File: src/pmc_pkg.sv
// Package for the power mode controller: register map, field layout, timing.
// Assumes an 8-bit special-function register port from the processor core.
package pmc_pkg;
	// Register offsets in special-function register space
	localparam logic [7:0] PMC_MODE_CTRL_ADDR = 8'h87;
	localparam logic [7:0] PMC_SLEEP_CTRL_ADDR = 8'hbe;
	// Power mode control register fields
	localparam int PMC_ENTRY_BIT = 0;
	localparam int PMC_RSVD_BIT = 1;
	localparam logic [7:0] PMC_MODE_CTRL_RST = 8'h00;
	// Sleep control register fields
	localparam int PMC_MODE_LSB = 0;
	localparam int PMC_MODE_MSB = 1;
	localparam int PMC_XSTB_BIT = 6;
	localparam int PMC_USB_BIT = 7;
	// Mode field encodings
	localparam logic [1:0] PMC_MODE_CPU_GATED = 2'h0;
	localparam logic [1:0] PMC_MODE_LIGHT = 2'h1;
	localparam logic [1:0] PMC_MODE_DEEP = 2'h2;
	localparam logic [1:0] PMC_MODE_OFF = 2'h3;
	// Sequence timing at 250 MHz
	localparam int PMC_CLK_MHZ = 250;
	localparam int PMC_FAST_SEQ_NS = 40;
	localparam int PMC_SLOW_SEQ_NS = 200;
	localparam int PMC_FAST_CYC = (PMC_FAST_SEQ_NS * PMC_CLK_MHZ + 999) / 1000;
	localparam int PMC_SLOW_CYC = (PMC_SLOW_SEQ_NS * PMC_CLK_MHZ + 999) / 1000;
	localparam int PMC_CNT_W = 8;
	// Controller states
	typedef enum logic [2:0] {
		PMC_ACTIVE,
		PMC_GATED,
		PMC_POWER_DOWN,
		PMC_ASLEEP,
		PMC_POWER_UP
	} pmc_state_t;
endpackage : pmc_pkg

File: src/pmc_seq_timer.sv
// Down-counter timing the power-down and power-up sequences.
// Assumes the controller loads it once per sequence step.
`timescale 1ns/1ps
`default_nettype none
module pmc_seq_timer (
	// Clock and reset
	input  wire logic                         clk,
	input  wire logic                         rst,
	input  wire logic                         clkEn,
	// Control
	input  wire logic                         load,
	input  wire logic [pmc_pkg::PMC_CNT_W-1:0] loadVal,
	// Status
	output logic                              done
);
	typedef struct packed {
		logic [pmc_pkg::PMC_CNT_W-1:0] cnt;
	} pmc_tmr_t;
	pmc_tmr_t st_ff;
	pmc_tmr_t nxt_st;

	always_comb begin
		nxt_st = st_ff;
		if (load) begin
			nxt_st.cnt = loadVal;
		end else if (st_ff.cnt != '0) begin
			nxt_st.cnt = st_ff.cnt - 1'b1;
		end
	end

	always_ff @(posedge clk or posedge rst) begin
		if (rst) begin
			st_ff <= '0;
		end else if (clkEn) begin
			st_ff <= nxt_st;
		end
	end

	assign done = (st_ff.cnt == '0) && !load;
endmodule : pmc_seq_timer
`default_nettype wire

File: src/pmc_power_mode_ctrl.sv
// Power mode controller: sequences active mode and four low-power states.
// Assumes a synchronous SFR port from the core and level wake requests.
`timescale 1ns/1ps
`default_nettype none
// Functional notes
// - Active keeps regulator on, a fast oscillator and one slow oscillator running.
// - CPU-gated state stops only the CPU clock; peripherals keep running.
// - Any enabled interrupt returns CPU-gated state to active, resuming in place.
// - Light sleep stops both fast oscillators; regulator and slow clock stay on.
// - Deep sleep also switches off the core regulator; RAM is kept.
// - Off state stops regulator and all oscillators; only reset, pins and power-on wake end it.
// - Pins hold direction and level on entry to any sleep state.
// - Light sleep uses a fast sequence; deep and off share a slower one.
// - Pins wake all sleeps; sleep timer wakes light and deep only; resume.
// - Reset in any low-power state restarts the program from its start.
// - USB state is discarded on entering deep sleep or off.
// - Writing one to entry strobe enters the state the mode field selects.
// - Pin, timer or power-on wake clears mode field and entry strobe.
// - Pin and sleep timer interrupts are blocked while mode is nonzero.
// - Hardware clears the mode field when a sleep state is actually entered.
// - On wake restart fast oscillators; RC clocks system until crystal stable.
// - Entry strobe reads zero and is cleared by any interrupt request.
// - Register bits except mode field and USB enable keep values across deep sleep and off entry.
// - Mode field: 00 gated, 01 light, 10 deep, 11 off; resets to 00.
// - Crystal-stable flag reads one only when crystal is powered and stable.
module pmc_power_mode_ctrl (
	// Clock and reset
	input  wire logic       clk,
	input  wire logic       rst,
	input  wire logic       clkEn,
	// SFR port
	input  wire logic       sfrWr,
	input  wire logic       sfrRd,
	input  wire logic [7:0] sfrAddr,
	input  wire logic [7:0] sfrWdata,
	output logic      [7:0] sfrRdata,
	// Wake and interrupt sources
	input  wire logic       pinIrq,
	input  wire logic       sleepTimerIrq,
	input  wire logic       anyIrq,
	input  wire logic       porWake,
	// Oscillator status and selection
	input  wire logic       crystalStableRaw,
	input  wire logic       sysclkSourceSelect,
	input  wire logic       slowClockSourceSelect,
	// Power and clock controls
	output logic            cpuClkGate,
	output logic            periphClkGate,
	output logic            coreRegOn,
	output logic            crystalOscEn,
	output logic            rcOscEn,
	output logic            slowXtalEn,
	output logic            slowRcEn,
	output logic            sysclkOnRc,
	output logic            pinHold,
	output logic            usbReset,
	output logic            wakeIrqPass,
	output logic            programRestart
);
	typedef struct packed {
		pmc_pkg::pmc_state_t state;
		logic [1:0]          mode;
		logic [1:0]          target;
		logic                usbEn;
		logic                xtalRan;
		logic                rcRan;
		logic [7:0]          rdata;
		logic                cpuGate;
		logic                perGate;
		logic                regOn;
		logic                xtalEn;
		logic                rcEn;
		logic                onRc;
		logic                hold;
		logic                usbRst;
		logic                irqPass;
		logic                restart;
		logic                timerLoad;
		logic [pmc_pkg::PMC_CNT_W-1:0] timerVal;
		logic                slowXtal;
		logic                slowRc;
	} pmc_ctrl_t;

	pmc_ctrl_t st_ff;
	pmc_ctrl_t nxt_st;
	logic      seqDone;

	// Wake source decode used in several states
	function automatic logic wakeHit(input logic [1:0] tgt, input logic pin, input logic tmr);
		wakeHit = pin || (tmr && (tgt != pmc_pkg::PMC_MODE_OFF));
	endfunction : wakeHit

	function automatic logic [pmc_pkg::PMC_CNT_W-1:0] seqLen(input logic [1:0] tgt);
		if (tgt == pmc_pkg::PMC_MODE_LIGHT) begin
			seqLen = pmc_pkg::PMC_CNT_W'(pmc_pkg::PMC_FAST_CYC);
		end else begin
			seqLen = pmc_pkg::PMC_CNT_W'(pmc_pkg::PMC_SLOW_CYC);
		end
	endfunction : seqLen

	pmc_seq_timer uSeqTimer (
		.clk     (clk),
		.rst     (rst),
		.clkEn   (clkEn),
		.load    (st_ff.timerLoad),
		.loadVal (st_ff.timerVal),
		.done    (seqDone)
	);

	logic wrCtrl;
	logic wrSleep;
	logic wake;
	assign wrCtrl = sfrWr && (sfrAddr == pmc_pkg::PMC_MODE_CTRL_ADDR);
	assign wrSleep = sfrWr && (sfrAddr == pmc_pkg::PMC_SLEEP_CTRL_ADDR);
	assign wake = wakeHit(st_ff.target, pinIrq, sleepTimerIrq) || porWake;

	always_comb begin
		nxt_st = st_ff;
		nxt_st.timerLoad = 1'b0;
		nxt_st.restart = 1'b0;
		// Blocked while a sleep is armed so the strobe cannot race a wake
		nxt_st.irqPass = (st_ff.mode == pmc_pkg::PMC_MODE_CPU_GATED);
		if (wrSleep) begin
			nxt_st.mode = sfrWdata[pmc_pkg::PMC_MODE_MSB:pmc_pkg::PMC_MODE_LSB];
			nxt_st.usbEn = sfrWdata[pmc_pkg::PMC_USB_BIT];
		end
		case (st_ff.state)
			pmc_pkg::PMC_ACTIVE: begin
				// Strobe is write-one-only; the reserved bit has no effect here
				if (wrCtrl && sfrWdata[pmc_pkg::PMC_ENTRY_BIT] && !anyIrq) begin
					nxt_st.target = nxt_st.mode;
					nxt_st.xtalRan = st_ff.xtalEn;
					nxt_st.rcRan = st_ff.rcEn;
					if (nxt_st.mode == pmc_pkg::PMC_MODE_CPU_GATED) begin
						nxt_st.cpuGate = 1'b1;
						nxt_st.state = pmc_pkg::PMC_GATED;
					end else begin
						nxt_st.hold = 1'b1;
						nxt_st.timerLoad = 1'b1;
						nxt_st.timerVal = seqLen(nxt_st.mode);
						nxt_st.state = pmc_pkg::PMC_POWER_DOWN;
					end
				end
			end
			pmc_pkg::PMC_GATED: begin
				if (anyIrq || porWake) begin
					nxt_st.cpuGate = 1'b0;
					nxt_st.state = pmc_pkg::PMC_ACTIVE;
				end
			end
			pmc_pkg::PMC_POWER_DOWN: begin
				if (wake || anyIrq) begin
					// Abort keeps the event pending at the source
					nxt_st.hold = 1'b0;
					nxt_st.mode = pmc_pkg::PMC_MODE_CPU_GATED;
					nxt_st.state = pmc_pkg::PMC_ACTIVE;
				end else if (seqDone) begin
					nxt_st.mode = pmc_pkg::PMC_MODE_CPU_GATED;
					nxt_st.cpuGate = 1'b1;
					nxt_st.perGate = 1'b1;
					nxt_st.xtalEn = 1'b0;
					nxt_st.rcEn = 1'b0;
					nxt_st.onRc = 1'b0;
					nxt_st.regOn = (st_ff.target == pmc_pkg::PMC_MODE_LIGHT);
					if (st_ff.target != pmc_pkg::PMC_MODE_LIGHT) begin
						nxt_st.usbRst = 1'b1;
						nxt_st.usbEn = 1'b0;
					end
					nxt_st.state = pmc_pkg::PMC_ASLEEP;
				end
			end
			pmc_pkg::PMC_ASLEEP: begin
				nxt_st.irqPass = 1'b1;
				if (wake) begin
					nxt_st.mode = pmc_pkg::PMC_MODE_CPU_GATED;
					nxt_st.regOn = 1'b1;
					nxt_st.xtalEn = st_ff.xtalRan;
					nxt_st.rcEn = st_ff.rcRan || !sysclkSourceSelect;
					nxt_st.onRc = !sysclkSourceSelect;
					nxt_st.timerLoad = 1'b1;
					nxt_st.timerVal = seqLen(st_ff.target);
					nxt_st.state = pmc_pkg::PMC_POWER_UP;
				end
			end
			pmc_pkg::PMC_POWER_UP: begin
				if (seqDone) begin
					nxt_st.cpuGate = 1'b0;
					nxt_st.perGate = 1'b0;
					nxt_st.hold = 1'b0;
					nxt_st.usbRst = 1'b0;
					nxt_st.state = pmc_pkg::PMC_ACTIVE;
				end
			end
			default: begin
				nxt_st.state = pmc_pkg::PMC_ACTIVE;
			end
		endcase
		// Crystal is powered in active mode whenever it is the selected system clock
		if (st_ff.state == pmc_pkg::PMC_ACTIVE && !sysclkSourceSelect) begin
			nxt_st.xtalEn = 1'b1;
		end
		// Crystal takes over once stable; RC stays on if it ran before entry
		if (st_ff.onRc && crystalStableRaw && st_ff.state == pmc_pkg::PMC_ACTIVE) begin
			nxt_st.onRc = 1'b0;
			nxt_st.rcEn = st_ff.rcRan;
		end
		// Slow clock follows its select; only the off state stops it
		nxt_st.slowXtal = !slowClockSourceSelect;
		nxt_st.slowRc = slowClockSourceSelect;
		if (nxt_st.state == pmc_pkg::PMC_ASLEEP && nxt_st.target == pmc_pkg::PMC_MODE_OFF) begin
			nxt_st.slowXtal = 1'b0;
			nxt_st.slowRc = 1'b0;
		end
		// Register reads; the strobe and reserved bits always read zero
		nxt_st.rdata = 8'h00;
		if (sfrRd && sfrAddr == pmc_pkg::PMC_SLEEP_CTRL_ADDR) begin
			nxt_st.rdata[pmc_pkg::PMC_MODE_MSB:pmc_pkg::PMC_MODE_LSB] = st_ff.mode;
			nxt_st.rdata[pmc_pkg::PMC_XSTB_BIT] = crystalStableRaw && st_ff.xtalEn;
			nxt_st.rdata[pmc_pkg::PMC_USB_BIT] = st_ff.usbEn;
		end
	end

	// A reset is the only path that restarts the program
	always_ff @(posedge clk or posedge rst) begin
		if (rst) begin
			st_ff <= '{state: pmc_pkg::PMC_ACTIVE, mode: pmc_pkg::PMC_MODE_CPU_GATED,
				target: pmc_pkg::PMC_MODE_CPU_GATED, usbEn: 1'b0, xtalRan: 1'b0,
				rcRan: 1'b1, rdata: pmc_pkg::PMC_MODE_CTRL_RST, cpuGate: 1'b0,
				perGate: 1'b0, regOn: 1'b1, xtalEn: 1'b0, rcEn: 1'b1, onRc: 1'b0,
				hold: 1'b0, usbRst: 1'b0, irqPass: 1'b1, restart: 1'b1,
				timerLoad: 1'b0, timerVal: '0, slowXtal: 1'b0,
				slowRc: 1'b1};
		end else if (clkEn) begin
			st_ff <= nxt_st;
		end
	end

	assign sfrRdata = st_ff.rdata;
	assign cpuClkGate = st_ff.cpuGate;
	assign periphClkGate = st_ff.perGate;
	assign coreRegOn = st_ff.regOn;
	assign crystalOscEn = st_ff.xtalEn;
	assign rcOscEn = st_ff.rcEn;
	assign slowXtalEn = st_ff.slowXtal;
	assign slowRcEn = st_ff.slowRc;
	assign sysclkOnRc = st_ff.onRc;
	assign pinHold = st_ff.hold;
	assign usbReset = st_ff.usbRst;
	assign wakeIrqPass = st_ff.irqPass;
	assign programRestart = st_ff.restart;

	// Checks
	AST_GATE_WAKE: assert property (@(posedge clk) disable iff (rst)
		clkEn && st_ff.state == pmc_pkg::PMC_GATED && anyIrq |=> !cpuClkGate)
		else $error("gated state did not wake on interrupt");
	AST_BLOCK: assert property (@(posedge clk) disable iff (rst)
		clkEn && st_ff.mode != pmc_pkg::PMC_MODE_CPU_GATED
		&& st_ff.state != pmc_pkg::PMC_ASLEEP |=> !wakeIrqPass)
		else $error("wake interrupts passed while mode armed");
	AST_MODE_CLR: assert property (@(posedge clk) disable iff (rst)
		st_ff.state == pmc_pkg::PMC_ASLEEP |-> st_ff.mode == pmc_pkg::PMC_MODE_CPU_GATED)
		else $error("mode field not cleared asleep");
	AST_HOLD: assert property (@(posedge clk) disable iff (rst)
		st_ff.state == pmc_pkg::PMC_ASLEEP |-> pinHold)
		else $error("pins not held asleep");
	AST_LIGHT_REG: assert property (@(posedge clk) disable iff (rst)
		st_ff.state == pmc_pkg::PMC_ASLEEP && st_ff.target == pmc_pkg::PMC_MODE_LIGHT
		|-> coreRegOn && !crystalOscEn && !rcOscEn)
		else $error("light sleep power state wrong");
	AST_DEEP_REG: assert property (@(posedge clk) disable iff (rst)
		st_ff.state == pmc_pkg::PMC_ASLEEP && st_ff.target != pmc_pkg::PMC_MODE_LIGHT
		|-> !coreRegOn && usbReset)
		else $error("deep sleep power state wrong");
	AST_OFF_SLOW: assert property (@(posedge clk) disable iff (rst)
		st_ff.state == pmc_pkg::PMC_ASLEEP && st_ff.target == pmc_pkg::PMC_MODE_OFF
		|-> !slowXtalEn && !slowRcEn)
		else $error("slow clock running in off state");
	AST_OFF_TMR: assert property (@(posedge clk) disable iff (rst)
		clkEn && st_ff.state == pmc_pkg::PMC_ASLEEP && st_ff.target == pmc_pkg::PMC_MODE_OFF
		&& sleepTimerIrq && !pinIrq && !porWake |=> st_ff.state == pmc_pkg::PMC_ASLEEP)
		else $error("sleep timer woke the off state");
	AST_ABORT: assert property (@(posedge clk) disable iff (rst)
		clkEn && st_ff.state == pmc_pkg::PMC_POWER_DOWN && pinIrq
		|=> st_ff.state == pmc_pkg::PMC_ACTIVE && !pinHold)
		else $error("power-down not aborted by wake");
	AST_ACTIVE_CLK: assert property (@(posedge clk) disable iff (rst)
		st_ff.state == pmc_pkg::PMC_ACTIVE |-> coreRegOn && (crystalOscEn || rcOscEn))
		else $error("active without fast oscillator");
	AST_STB_READ: assert property (@(posedge clk) disable iff (rst)
		clkEn && sfrRd && sfrAddr == pmc_pkg::PMC_MODE_CTRL_ADDR |=> sfrRdata == 8'h00)
		else $error("entry strobe read nonzero");
	COV_GATED: cover property (@(posedge clk) st_ff.state == pmc_pkg::PMC_GATED);
	COV_LIGHT: cover property (@(posedge clk) st_ff.state == pmc_pkg::PMC_ASLEEP
		&& st_ff.target == pmc_pkg::PMC_MODE_LIGHT);
	COV_OFF: cover property (@(posedge clk) st_ff.state == pmc_pkg::PMC_ASLEEP
		&& st_ff.target == pmc_pkg::PMC_MODE_OFF);
	COV_ABORT: cover property (@(posedge clk) st_ff.state == pmc_pkg::PMC_POWER_DOWN && pinIrq);
endmodule : pmc_power_mode_ctrl
`default_nettype wire

File: config.mk
export PLATFORM = sky130hd
export DESIGN_NAME = pmc_power_mode_ctrl
export DESIGN_NICKNAME = d
export VERILOG_FILES = /design/src/pmc_pkg.sv /design/src/pmc_seq_timer.sv /design/src/pmc_power_mode_ctrl.sv
export SDC_FILE = /design/constraint.sdc
export NUM_CORES = 1
export LEC_CHECK = 0
export ABC_AREA = 1
export BUFFER_PORTS_ARGS = -buffer_cell sky130_fd_sc_hd__buf_2
export CORE_MARGIN = 2
export CORE_UTILIZATION = 59
export DETAILED_ROUTE_END_ITERATION = 6
export PLACE_DENSITY = 0.85
export SLEW_MARGIN = 20
export SYNTH_ARGS = -nofsm -noshare
export SYNTH_HDL_FRONTEND = slang
export SYNTH_SLANG_ARGS = --single-unit
File: constraint.sdc
create_clock -name clk -period 2.85 [get_ports clk]
set_clock_uncertainty 0.05 [all_clocks]
set_input_delay 0.855 -clock clk [delete_from_list [all_inputs] [get_ports clk]]
set_output_delay 0.855 -clock clk [all_outputs]
set_load 0.01 [all_outputs]
# == After elaboration in Yosys (flattened, before gate mapping) ==
# Cells that the tools add are included.
# totals
output_inout_bits,20
elab_cells,144
register_bits,43
input_bits,28
# op_classes
addsub,1
mux,49
eq_ne,28
reduce_logical,44
# op_table
cell,count
9-bit two-way mux,3
5-bit AND reduction,5
6-bit two-way mux,4
2-bit inequality test (second input constant),11
2-bit two-way mux,9
3-bit inequality test (second input constant),6
9-bit case mux with 2 select lines,1
8-bit equality test (second input constant),2
1-bit two-way mux,16
8-bit two-way mux,2
5-bit two-way mux,3
3-bit case mux with 5 select lines,1
1-bit logical AND,12
6-bit AND reduction,2
3-bit by 2-bit equality test with 1-bit output (second input constant),3
3-bit two-way mux,3
3-bit nonzero test,3
8-bit zero test,1
4-bit case mux with 2 select lines,1
8-bit AND reduction,1
2-bit nonzero test,4
8-bit nonzero test,1
8-bit by 1-bit subtractor with 8-bit output (second input constant),1
1-bit logical OR,5
other kinds (16),22

# == Depth between registers and ports, before layout ==
# Gate-level depths: netlist (run 1).
# logic_depth
ltp_word,10
depth_mapped,12
mapped_depth_nobuf,12

# == Modules after synthesis ==
# Synthesis (run 1) repeated with hierarchy kept, for this count alone.
# hier_totals
cells_unflattened,345
hier_area_um2,2489.9
# by_module_without_submodules
mod,area_each_um2,seq_area_each_um2,cells_each,n_inst
pmc_power_mode_ctrl,1834.3,758.2,247,1
pmc_seq_timer,655.6,200.2,98,1

# == Worst setup path after synthesis (run 1) ==
# No wires, ideal clock.
# synth_path
kind,input-to-reg
start,input sfrAddr[6]
end,register st_ff[7] (netlist name)
setup_ps,121
required_ps,2679
path_buffers,0
arrival_ps,1770
stages,12
slack_ps,909
path_cell_list,inv_1 -> nand2_2 -> nor2_2 -> nand3_2 -> nand2_2 -> nand2_2 -> nand2_4 -> nand2_4 -> nand2_4 -> nand2_4 -> nand2_1 -> o21ai_2
# synth_between
elab_chain_len,8
elab_cells_between_ends,16
cone_classes,5 x eq/ne; 5 x mux; 6 x reduce/logical
# synth_lines
element,line_no,rtl
from (decl),pmc_power_mode_ctrl.sv:34,"input wire logic [7:0] sfrAddr,"
8-bit equality test,pmc_power_mode_ctrl.sv:114,assign wrSleep = sfrWr && (sfrAddr == pmc_pkg::PMC_SLEEP_CTRL_ADDR);
1-bit logical AND,pmc_power_mode_ctrl.sv:114,
2-bit two-way mux,pmc_power_mode_ctrl.sv:123,if (wrSleep) begin
2-bit by 1-bit equality test with 1-bit output,pmc_power_mode_ctrl.sv:94,if (tgt == pmc_pkg::PMC_MODE_LIGHT) begin
6-bit two-way mux,pmc_power_mode_ctrl.sv:94,
9-bit two-way mux,pmc_power_mode_ctrl.sv:134,if (nxt_st.mode == pmc_pkg::PMC_MODE_CPU_GATED) begin
9-bit two-way mux,pmc_power_mode_ctrl.sv:130,if (wrCtrl && sfrWdata[pmc_pkg::PMC_ENTRY_BIT] && !anyIrq) begin
9-bit case mux with 2 select lines,pmc_power_mode_ctrl.sv:127,case (st_ff.state)
to (signal assigned),pmc_power_mode_ctrl.sv:226,"st_ff <= '{state: pmc_pkg::PMC_ACTIVE, mode: pmc_pkg::PMC_MODE_CPU_GATED,"
to (signal assigned),pmc_power_mode_ctrl.sv:234,st_ff <= nxt_st;
to (decl),pmc_power_mode_ctrl.sv:84,pmc_ctrl_t st_ff;
# Parallel ways exist; a longest one is shown, timed or not. The select of a mux whose other input is x is not followed.
# A chain may end at the register's enable or synchronous reset.

# == Worst setup path after layout (run 1) ==
# layout_path
start,input sfrAddr[6]
end,register st_ff (netlist bit slowXtalEn)
# layout_between
elab_chain_len,10
elab_cells_between_ends,17
cone_classes,4 x eq/ne; 7 x mux; 6 x reduce/logical
# layout_lines
element,line_no,rtl
8-bit equality test,pmc_power_mode_ctrl.sv:114,
1-bit logical AND,pmc_power_mode_ctrl.sv:114,
2-bit two-way mux,pmc_power_mode_ctrl.sv:123,
2-bit zero test,pmc_power_mode_ctrl.sv:134,
2-bit two-way mux,pmc_power_mode_ctrl.sv:134,
3-bit two-way mux,pmc_power_mode_ctrl.sv:130,
3-bit case mux with 5 select lines,pmc_power_mode_ctrl.sv:127,
3-bit by 2-bit equality test with 1-bit output,pmc_power_mode_ctrl.sv:210,if (nxt_st.state == pmc_pkg::PMC_ASLEEP && nxt_st.target == pmc_pkg::PMC_MODE_OFF) begin
1-bit logical AND *,pmc_power_mode_ctrl.sv:210,
2-bit two-way mux *,pmc_power_mode_ctrl.sv:210,
# Every way passes the cells marked *; elsewhere a longest branch is shown, timed or not.

==> metrics.txt, run 1 <==
outcome completed; Worst setup SP type input pin; antenna cells 0; WL/cell ~14 um; origin of the worst min-delay path programRestart; Max Slew Vio Count 0; Buf/Inv on CP 2; Total Routing Usage GR 0.258; most numerous cell in the Yosys netlist nand2_1; H-tree levels 2; core area 3940 um^2; FF-to-FF End slowXtalEn; CP max stage cell nor2_2; most numerous cell on the critical path nand2_1; Post-synth top flop dfrtp_1; number of global-route vias before repair 1924; Synth Area per Inst 7.92 um^2; Async S/R FF share, synth 1.00; CTS Buf Count 5; HP Class flip-flop to flip-flop; DRC 0; PD cells a little under 600 nW/um^2; Setup TNS 0 ns; worst flop-to-flop path startpoint uSeqTimer.st_ff[0]; first drt pass iteration count 5; Syn. warnings 0; hold path depth 2; Top delay family on crit path simple AND/OR/NAND/NOR gates; CP Cell Sequence buf_2 -> inv_1 -> nand2_2 -> nor2_2 -> nand3_2 -> nand2_2 -> nand2_2 -> nand2_1 -> nand2_1 -> nor2_1 -> nand3_2 -> nand2_1 -> nand2_1; Crit path arrival time ~2.1 ns; Nets approximately 370; first-pass GRT wire length between 8 and 9 mm; Die ar. 4540 um^2; Final Wtd Congestion 0.999; area leader, netlist dfrtp_1; Vias/cell between 5 and 6; largest family of logic cells by synthesized area simple AND/OR/NAND/NOR gates; Post-synth top cells nand2_1 (61), dfrtp_1 (32), inv_1 (29); Netlist cell types 34; cts repair resizes 0; largest net degree at the start of global routing 39; synth top area cells dfrtp_1 (34%), nand2_1 (9.7%), dfstp_2 (6.7%), o21ai_0 (4.6%), inv_1 (4.6%); setup slack, reg-to-reg 0.96 ns; Compound-Gate Fraction of Synth Area 0.139; Final Hold Fails 0; RSZ-0062 raised after global routing no; Ports 48; Peak VDD IR 0.264 mV; Die X 67.4 um; number of synthesized register bits 38; CTS Buffer Depth 2; Setup crit end kind flip-flop; final instance area 2680 um^2; fmax 516 MHz; starting density of the core 0.601; Synth Area in Adders 0.0106; slowest stage delay, CP 0.17 ns; row count 23; WS Path Type input pin to flip-flop; Clock Latency Late Sink 0.30 ns; CTS tree yes; xor and xnor fraction of the mapped netlist area 0.00370; CTS Sinks 38; max-cap check violation count 0; Most flops, register st_ff; hold path endpoint programRestart; total power 1600 uW; Syn Inst Count 299; Area growth syn-to-layout 13.1%; count of final setup violators 0; Mapped Area 2370 um^2; Seq/Total Area, Yosys 0.405; Post-Route WL 5.27 mm; Post-CTS Setup Inserts 0; CP max FO 6; Root Buffer clkbuf_8; hold buffers post-CTS 0; grt total ovfl 0; Die Ht slightly below 70 um; DRT iter0 DRCs 187; Lkg Pwr 0.00132 uW; Post-synth EDFFs 0; final worst path period share 0.680; Placed Area 2570 um^2; DP HPWL around 3.9 mm; Critical Path Start sfrAddr[6]; post-synthesis mux area share 0.00634; clock-pin slew on the worst setup and hold paths 0.08 ns; post-synthesis simple-gate area fraction 0.338; WP data required 2.99 ns; initial antenna violation count 0; port bufs 38; post-synth top area share 0.338; Final min period 1.94 ns; via count 2096; max reg flops 14; layout cell share with drive strength beyond 1 0.324; Worst R2R Path Depth 11; Antenna Violating Nets Remaining 0
through the flow:
step                hold slack [ns]  setup WS [ns]  cells   util
finish                        0.385          0.913    389  0.679
global route                  0.417          0.775    389  0.679
CTS                           0.389          0.925    389  0.679
detailed placement            0.378          0.604    381  0.652
global placement              0.376          0.670    381  0.652
floorplan                     0.384          0.909    302      -
how the worst max path moves through the flow:
stage	to	slack [ns]	cells after the start
after floorplan	st_ff[7]	0.91	12
after global placement	slowXtalEn	0.67	13
after detailed placement	slowXtalEn	0.60	13
after CTS	slowXtalEn	0.93	13
after global routing	slowXtalEn	0.78	11
final	slowXtalEn	0.91	13
cell families after synthesis:
logic type,after synthesis
simple gates,151
compound gates,55
buf+inv,50
flops,38
fa+ha+maj,2
other cells,1
xor+xnor,1
mux,1
where the power goes:
group,internal (uW),switching [uW]
clock,257,194
sequential,644,70.1
combinational,158,274
layout by cell type (no fill, tap or decap), types with 2 or more instances in the layout:
master,netlist,layout
conb_1,1,4
inv_1,29,29
o211ai_1,2,2
dfrtp_1,32,32
ha_1,2,2
nor2_1,25,25
clkbuf_8,0,5
nand2_4,6,6
buf_2,2,38
nor2_2,7,7
nand4_1,7,7
a31oi_1,2,2
nor3_1,2,2
inv_2,8,8
o21ai_0,22,22
dfstp_2,6,6
a21oi_1,13,13
nand3_2,3,3
nand3_1,19,19
nand2_2,10,10
nand2_1,61,61
buf_4,9,2
nor2_4,9,9
o21ai_2,5,5
a21oi_2,3,3
clkinv_2,1,3
o21ai_1,5,5
final cells by class:
| class | instances | area [um^2] |
|---|---|---|
| clock inverter | 3 | 40.0 |
| tap | 50 | 62.6 |
| timing repair buffer | 40 | 205 |
| sequential | 38 | 958 |
| fill | 314 | 1260 |
| multi-input combinational | 214 | 1190 |
| clock buffer | 5 | 68.8 |
| inverter | 39 | 150 |
tightest hold or removal path, delay by kind of cell, from the launching register on:
family	cells	cell delay [ns]
flops	1	0.37
buf+inv	1	0.04
simple gates	1	0.03
per-layer routing:
metal	part of all wire	vias up	GRT usage
li1	-	1032	-
met1	0.43	954	0.336
met2	0.47	96	0.407
met3	0.070	14	0.0600
met4	0.025	0	0.115
met5	0	-	0
(Power assumes the default switching activity.)
==> run 2: changes to the inputs <==
--- a/config.mk
+++ b/config.mk
@@ -8,9 +8,9 @@
 export ABC_AREA = 1
 export BUFFER_PORTS_ARGS = -buffer_cell sky130_fd_sc_hd__buf_2
 export CORE_MARGIN = 2
-export CORE_UTILIZATION = 59
+export CORE_UTILIZATION = 55
 export DETAILED_ROUTE_END_ITERATION = 6
-export PLACE_DENSITY = 0.85
+export PLACE_DENSITY = 0.8
 export SLEW_MARGIN = 20
 export SYNTH_ARGS = -nofsm -noshare
 export SYNTH_HDL_FRONTEND = slang
==> constraint.sdc (replaced) <==
create_clock -name clk -period 1.95 [get_ports clk]
set_clock_uncertainty 0.05 [all_clocks]
set_input_delay 0.585 -clock clk [delete_from_list [all_inputs] [get_ports clk]]
set_output_delay 0.585 -clock clk [all_outputs]
set_load 0.01 [all_outputs]
==> run 2 against run 1 <==
Count of clock-buffer cells in the layout rose by 3. Cell count rose by 1.3%. Worst hold slack worse by 0.039 ns. Wire length fell by 5.5%. Sequential power rose by 47%. Critical path type is now flip-flop to flip-flop. Largest cell class unchanged. Highest routed layer unchanged.
==> metrics.txt, run 2 (synthesis results as in run 1) <==
Ports 48 (unchanged); CTS Sinks 38 (unchanged); CTS Buf Count 5 (unchanged); via count 2062 (-1.6%); fmax around 560 MHz; HP Class input pin to async pin; Die ar. 4850 um^2 (+6.8%); PD cells 819 nW/um^2 (+37%); largest net degree at the start of global routing 39 (unchanged); worst slack at placement -0.00647 ns (-0.610 ns); final instance area 2690 um^2 (+0.33%); Lkg Pwr 0.00133 uW (+0.36%); Final Wtd Congestion 0.950 (-4.8%); CP max FO 3 (-3); clock network power share 0.234 (-0.048); Total Routing Usage GR 0.227 (-0.0301); FF-to-FF End slowXtalEn; grt total ovfl 0 (unchanged); number of global-route vias before repair 1930 (+0.31%); DRT iter0 DRCs 175 (-6.4%); Die X 69.6 um (+3.4%); Worst R2R Path Depth 11 (unchanged); core area 4090 um^2 (+3.6%); Placed Area 2610 um^2 (+1.5%); CTS Buffer Depth 2 (unchanged); Die Ht 69.6 um (+3.4%); Setup crit end kind flip-flop; starting density of the core 0.580 (-0.0212); RSZ-0062 raised after global routing no; WP data required 2.09 ns (-0.90 ns); Critical Path Start uSeqTimer.st_ff[1]; Final Util 0.658 (-0.0218); Nets 373 (+1.4%); fin cells 394 (+1.3%); Clock Latency Late Sink 0.29 ns (about the same); Vias/cell 5.23 (-2.9%); Max Slew Vio Count 0 (unchanged); worst setup margin 0.174 ns (-0.740 ns); first-pass GRT wire length 8.87 mm (+3.4%); outcome completed; H-tree levels 2 (unchanged); WS Path Type flip-flop to flip-flop; CP max stage cell dfrtp_1; placed cell count 386 (+1.3%); port bufs 38 (unchanged); max reg flops 14 (unchanged); WHS 0.346 ns (-0.0390 ns); register share of total power 0.475 (+0.028); Post-CTS Setup Inserts 0 (unchanged); layout cell share with drive strength beyond 1 0.326 (+0.00110); Final Hold Fails 0 (unchanged); Area growth syn-to-layout 13.5%; count of final setup violators 0 (unchanged); FF/Latch Area 958 um^2 (unchanged); Final min period 1.78 ns; Most flops, register st_ff; first drt pass iteration count 4 (-1); Peak VDD IR 0.538 mV (+100%); Root Buffer clkbuf_8; most frequent cells in the layout nand2_1 (61), buf_2 (38), dfrtp_1 (32), inv_1 (29), nor2_1 (25); Crit path arrival time 1.91 ns (-0.17 ns); DP HPWL 3.86 mm (-2.3%); Internal 1450 uW (+36%); CTS tree yes; cts repair resizes 0 (unchanged); Comb power frac 0.291 (+0.021); setup slack, reg-to-reg 0.17 ns (-0.79 ns); CP Cell Sequence inv_1 -> ha_1 -> inv_1 -> nor2_1 -> nand4_1 -> a21oi_1 -> nand2_1 -> nor2_1 -> nand3_2 -> nand2_1 -> nand2_1; worst flop-to-flop path startpoint uSeqTimer.st_ff[1]; switching share of power 0.343 (+0.00633); clock-pin slew on the worst setup and hold paths 0.07 ns (about the same); most common cell after layout, fill and taps aside nand2_1; slowest stage delay, CP 0.39 ns (+0.22 ns); antenna cells 0 (unchanged); DRC 0 (unchanged); Post-Route WL 4.98 mm (-5.5%); WL/cell 12.6 um (-6.7%); fill count 375 (+19%); hold buffers post-CTS 0 (unchanged); Multi-input gate area 1190 um^2 (unchanged); row count 23 (unchanged); crit path capture slowXtalEn; Antenna Violating Nets Remaining 0 (unchanged); max-cap check violation count 0 (unchanged); most numerous cell on the critical path nand2_1; Psw 755 uW (+40%); Worst setup SP type flip-flop; initial antenna violation count 0 (unchanged); final worst path period share 0.911
[run 2: cell type report]
class	count	area share
multi-input combinational	214	0.444
inverter	39	0.0559
tap	50	0.0233
sequential	38	0.357
clock buffer	8	0.0298
timing repair buffer	45	0.0903
[run 2: metal layers]
metal | up-vias | wire length, um | GRT usage
li1 | 1046 | - | -
met1 | 940 | 2370 | 0.324
met2 | 61 | 2230 | 0.344
met3 | 15 | 248 | 0.0451
met4 | 0 | 126 | 0.0855
met5 | - | 0 | 0
[run 2: power groups by stage]
stage | combinational (uW) | sequential [uW] | clock [uW]
after floorplan | 431 | 1070 | 0
after CTS | 645 | 1050 | 525
final | 641 | 1050 | 514
after global placement | 621 | 1050 | 0
after detailed placement | 641 | 1060 | 0
after global routing | 739 | 1070 | 565
[run 2: metrics by stage]
step | total power [uW] | setup TNS, ns
5_1_grt | 2370 | 0
3_3_place_gp | 1670 | 0
3_5_place_dp | 1700 | -0.00647
6_report | 2200 | 0
4_1_cts | 2220 | 0
2_1_floorplan | 1500 | 0
[run 2: worst min path at each step]
stage                         startpoint        endpoint  slack (ns)  cells past startpoint
after CTS                            rst      slowXtalEn        0.36                      3
after floorplan                 st_ff[3]        st_ff[3]        0.38                      2
after detailed placement  programRestart  programRestart        0.38                      2
final                                rst     sfrRdata[1]        0.35                      3
after global placement    programRestart  programRestart        0.37                      2
after global routing      programRestart  programRestart        0.40                      2
[run 2: worst max-delay path, delay by kind of cell (launching register included)]
kind / cells / cell delay, ns
fa+ha+maj: 1 / 0.14
buf+inv: 2 / 0.11
flops: 1 / 0.39
simple gates: 7 / 0.71
compound gates: 1 / 0.27
==> run 3: changes to the inputs <==
--- a/config.mk
+++ b/config.mk
@@ -8,9 +8,9 @@
 export ABC_AREA = 1
 export BUFFER_PORTS_ARGS = -buffer_cell sky130_fd_sc_hd__buf_2
 export CORE_MARGIN = 2
-export CORE_UTILIZATION = 55
+export CORE_UTILIZATION = 59
 export DETAILED_ROUTE_END_ITERATION = 6
-export PLACE_DENSITY = 0.8
+export PLACE_DENSITY = 0.9
 export SLEW_MARGIN = 20
 export SYNTH_ARGS = -nofsm -noshare
 export SYNTH_HDL_FRONTEND = slang
==> constraint.sdc (replaced) <==
create_clock -name clk -period 2.2 [get_ports clk]
set_clock_uncertainty 0.05 [all_clocks]
set_input_delay 0.66 -clock clk [delete_from_list [all_inputs] [get_ports clk]]
set_output_delay 0.66 -clock clk [all_outputs]
set_load 0.01 [all_outputs]
==> run 3 against run 2 <==
Design area rose by 1.5%. Count of clock-buffer cells in the layout fell by 2. Global-route usage rose by 3.3 points. Fmax fell by 7.7%. Utilization rose by 3.4 points. Critical path depth did not move. Clock power rose by 44%. Flip-flop and latch count did not move. Critical endpoint unchanged.
==> metrics.txt, run 3 (synthesis results as in run 1) <==
worst setup margin 0.276 ns (+0.102 ns); first drt pass iteration count 4 (unchanged); cts repair resizes 0 (unchanged); Total Routing Usage GR 0.260 (+0.0327); Placed Area 2580 um^2 (-0.86%); DRC 0 (unchanged); worst flop-to-flop path startpoint uSeqTimer.st_ff[0]; first-pass GRT wire length 8.84 mm (-0.32%); Crit path arrival time 2.06 ns (+0.15 ns); crit path capture slowXtalEn; most frequent cells in the layout nand2_1 (61), buf_2 (38), dfrtp_1 (32), inv_1 (29), nor2_1 (25); count of final setup violators 0 (unchanged); switching share of power 0.312 (-0.0308); starting density of the core 0.601 (+0.0212); via count 2104 (+2.0%); CTS Sinks 38 (unchanged); final worst path period share 0.875 (-0.0361); Lkg Pwr 0.00134 uW (+1.4%); Comb power frac 0.252 (-0.039); Area growth syn-to-layout 15.2%; CTS tree yes; CTS Buffer Depth 2 (unchanged); Setup crit end kind flip-flop; clock-pin slew on the worst setup and hold paths 0.08 ns (about the same); largest net degree at the start of global routing 39 (unchanged); WL/cell 13.2 um (+4.5%); WS Path Type flip-flop to flip-flop; DP HPWL 3.87 mm (+0.23%); Nets 370 (-0.80%); Most flops, register st_ff; Internal 1520 uW (+5.5%); FF-to-FF End slowXtalEn; register share of total power 0.415 (-0.060); grt total ovfl 0 (unchanged); Die Ht 67.4 um (-3.3%); CTS Buf Count 5 (unchanged); Vias/cell 5.38 (+2.8%); Die X 67.4 um (-3.3%); Ports 48 (unchanged); Final min period 1.92 ns (+0.148 ns); initial antenna violation count 0 (unchanged); Post-CTS Setup Inserts 0 (unchanged); PD cells 813 nW/um^2 (-0.71%); Final Hold Fails 0 (unchanged); max reg flops 14 (unchanged); Post-Route WL 5.16 mm (+3.7%); row count 23 (unchanged); hold buffers post-CTS 0 (unchanged); number of global-route vias before repair 1983 (+2.7%); Critical Path Start uSeqTimer.st_ff[0]; Die ar. 4540 um^2 (-6.4%); most common cell after layout, fill and taps aside nand2_1; Clock Latency Late Sink 0.29 ns (about the same); WP data required 2.33 ns (+0.24 ns); Final Wtd Congestion 0.980 (+3.1%); Max Slew Vio Count 0 (unchanged); Worst R2R Path Depth 11 (unchanged); fmax 520 MHz (-7.7%); HP Class flip-flop to flip-flop; max-cap check violation count 0 (unchanged); DRT iter0 DRCs 238 (+36%); antenna cells 0 (unchanged); H-tree levels 2 (unchanged); final instance area 2730 um^2 (+1.5%); layout cell share with drive strength beyond 1 0.328 (+0.00286); Setup TNS 0 ns (unchanged); Peak VDD IR 0.485 mV (-9.8%); outcome completed; Root Buffer clkbuf_8; port bufs 38 (unchanged); Psw 692 uW (-8.3%); Worst setup SP type flip-flop; core area 3940 um^2 (-3.5%); setup slack, reg-to-reg 0.28 ns (+0.10 ns); CP max FO 6 (+3); worst slack at placement 0.0990 ns (+0.105 ns); clock network power share 0.334 (+0.100); RSZ-0062 raised after global routing no; Antenna Violating Nets Remaining 0 (unchanged)
[run 3: changes by cell type in the layout (fill, tap and decap cells not counted)]
| cell | before | now |
|---|---|---|
| clkbuf_1 | 3 | 0 |
| buf_4 | 7 | 4 |
| clkbuf_8 | 5 | 6 |
| bufinv_16 | 0 | 2 |
[run 3: worst min path at each step]
stage                   startpoint             end  slack, ns  cells after the start
floorplan                 st_ff[3]        st_ff[3]       0.38                      2
global placement    programRestart  programRestart       0.38                      2
detailed placement  programRestart  programRestart       0.38                      2
CTS                 programRestart  programRestart       0.39                      2
global route        programRestart  programRestart       0.42                      2
finish              programRestart  programRestart       0.39                      2
[run 3: area by class of cell]
cell class | count | area [um^2]
clock inverter | 2 | 60.1
multi-input combinational | 214 | 1190
tap | 50 | 62.6
inverter | 39 | 150
timing repair buffer | 42 | 220
fill | 315 | 1210
sequential | 38 | 958
clock buffer | 6 | 82.6
[run 3: per-stage QoR]
stage | hold slack (ns) | instances | util | total power (uW)
6_report | 0.387 | 391 | 0.692 | 2220
2_1_floorplan | 0.384 | 302 | - | 1330
4_1_cts | 0.390 | 391 | 0.692 | 2220
5_1_grt | 0.416 | 391 | 0.692 | 2360
3_5_place_dp | 0.378 | 383 | 0.656 | 1490
3_3_place_gp | 0.376 | 383 | 0.656 | 1460
[run 3: per-layer routing]
layer  GRT usage  share of wire  routed length [um]
met5           0              0                   0
met4      0.0893          0.014                  74
met3      0.0600          0.067                 344
met2       0.415           0.48                2470
met1       0.349           0.44                2270
[run 3: critical path, stage by stage, from the launching register on]
cell and delay, ns:
dfrtp_1 0.37, inv_1 0.15, ha_1 0.18, inv_1 0.04, nor2_1 0.11, nand4_1 0.18
a21oi_1 0.23, nand2_1 0.08, nor2_1 0.17, nand3_2 0.11, nand2_1 0.08, nand2_1 0.06
[run 3: power groups by stage]
stage               Combinational [uW]  Clock [uW]  Sequential (uW)
floorplan                          382           0              944
global placement                   531           0              928
detailed placement                 555           0              933
CTS                                558         744              920
global route                       643         775              939
finish                             558         740              919
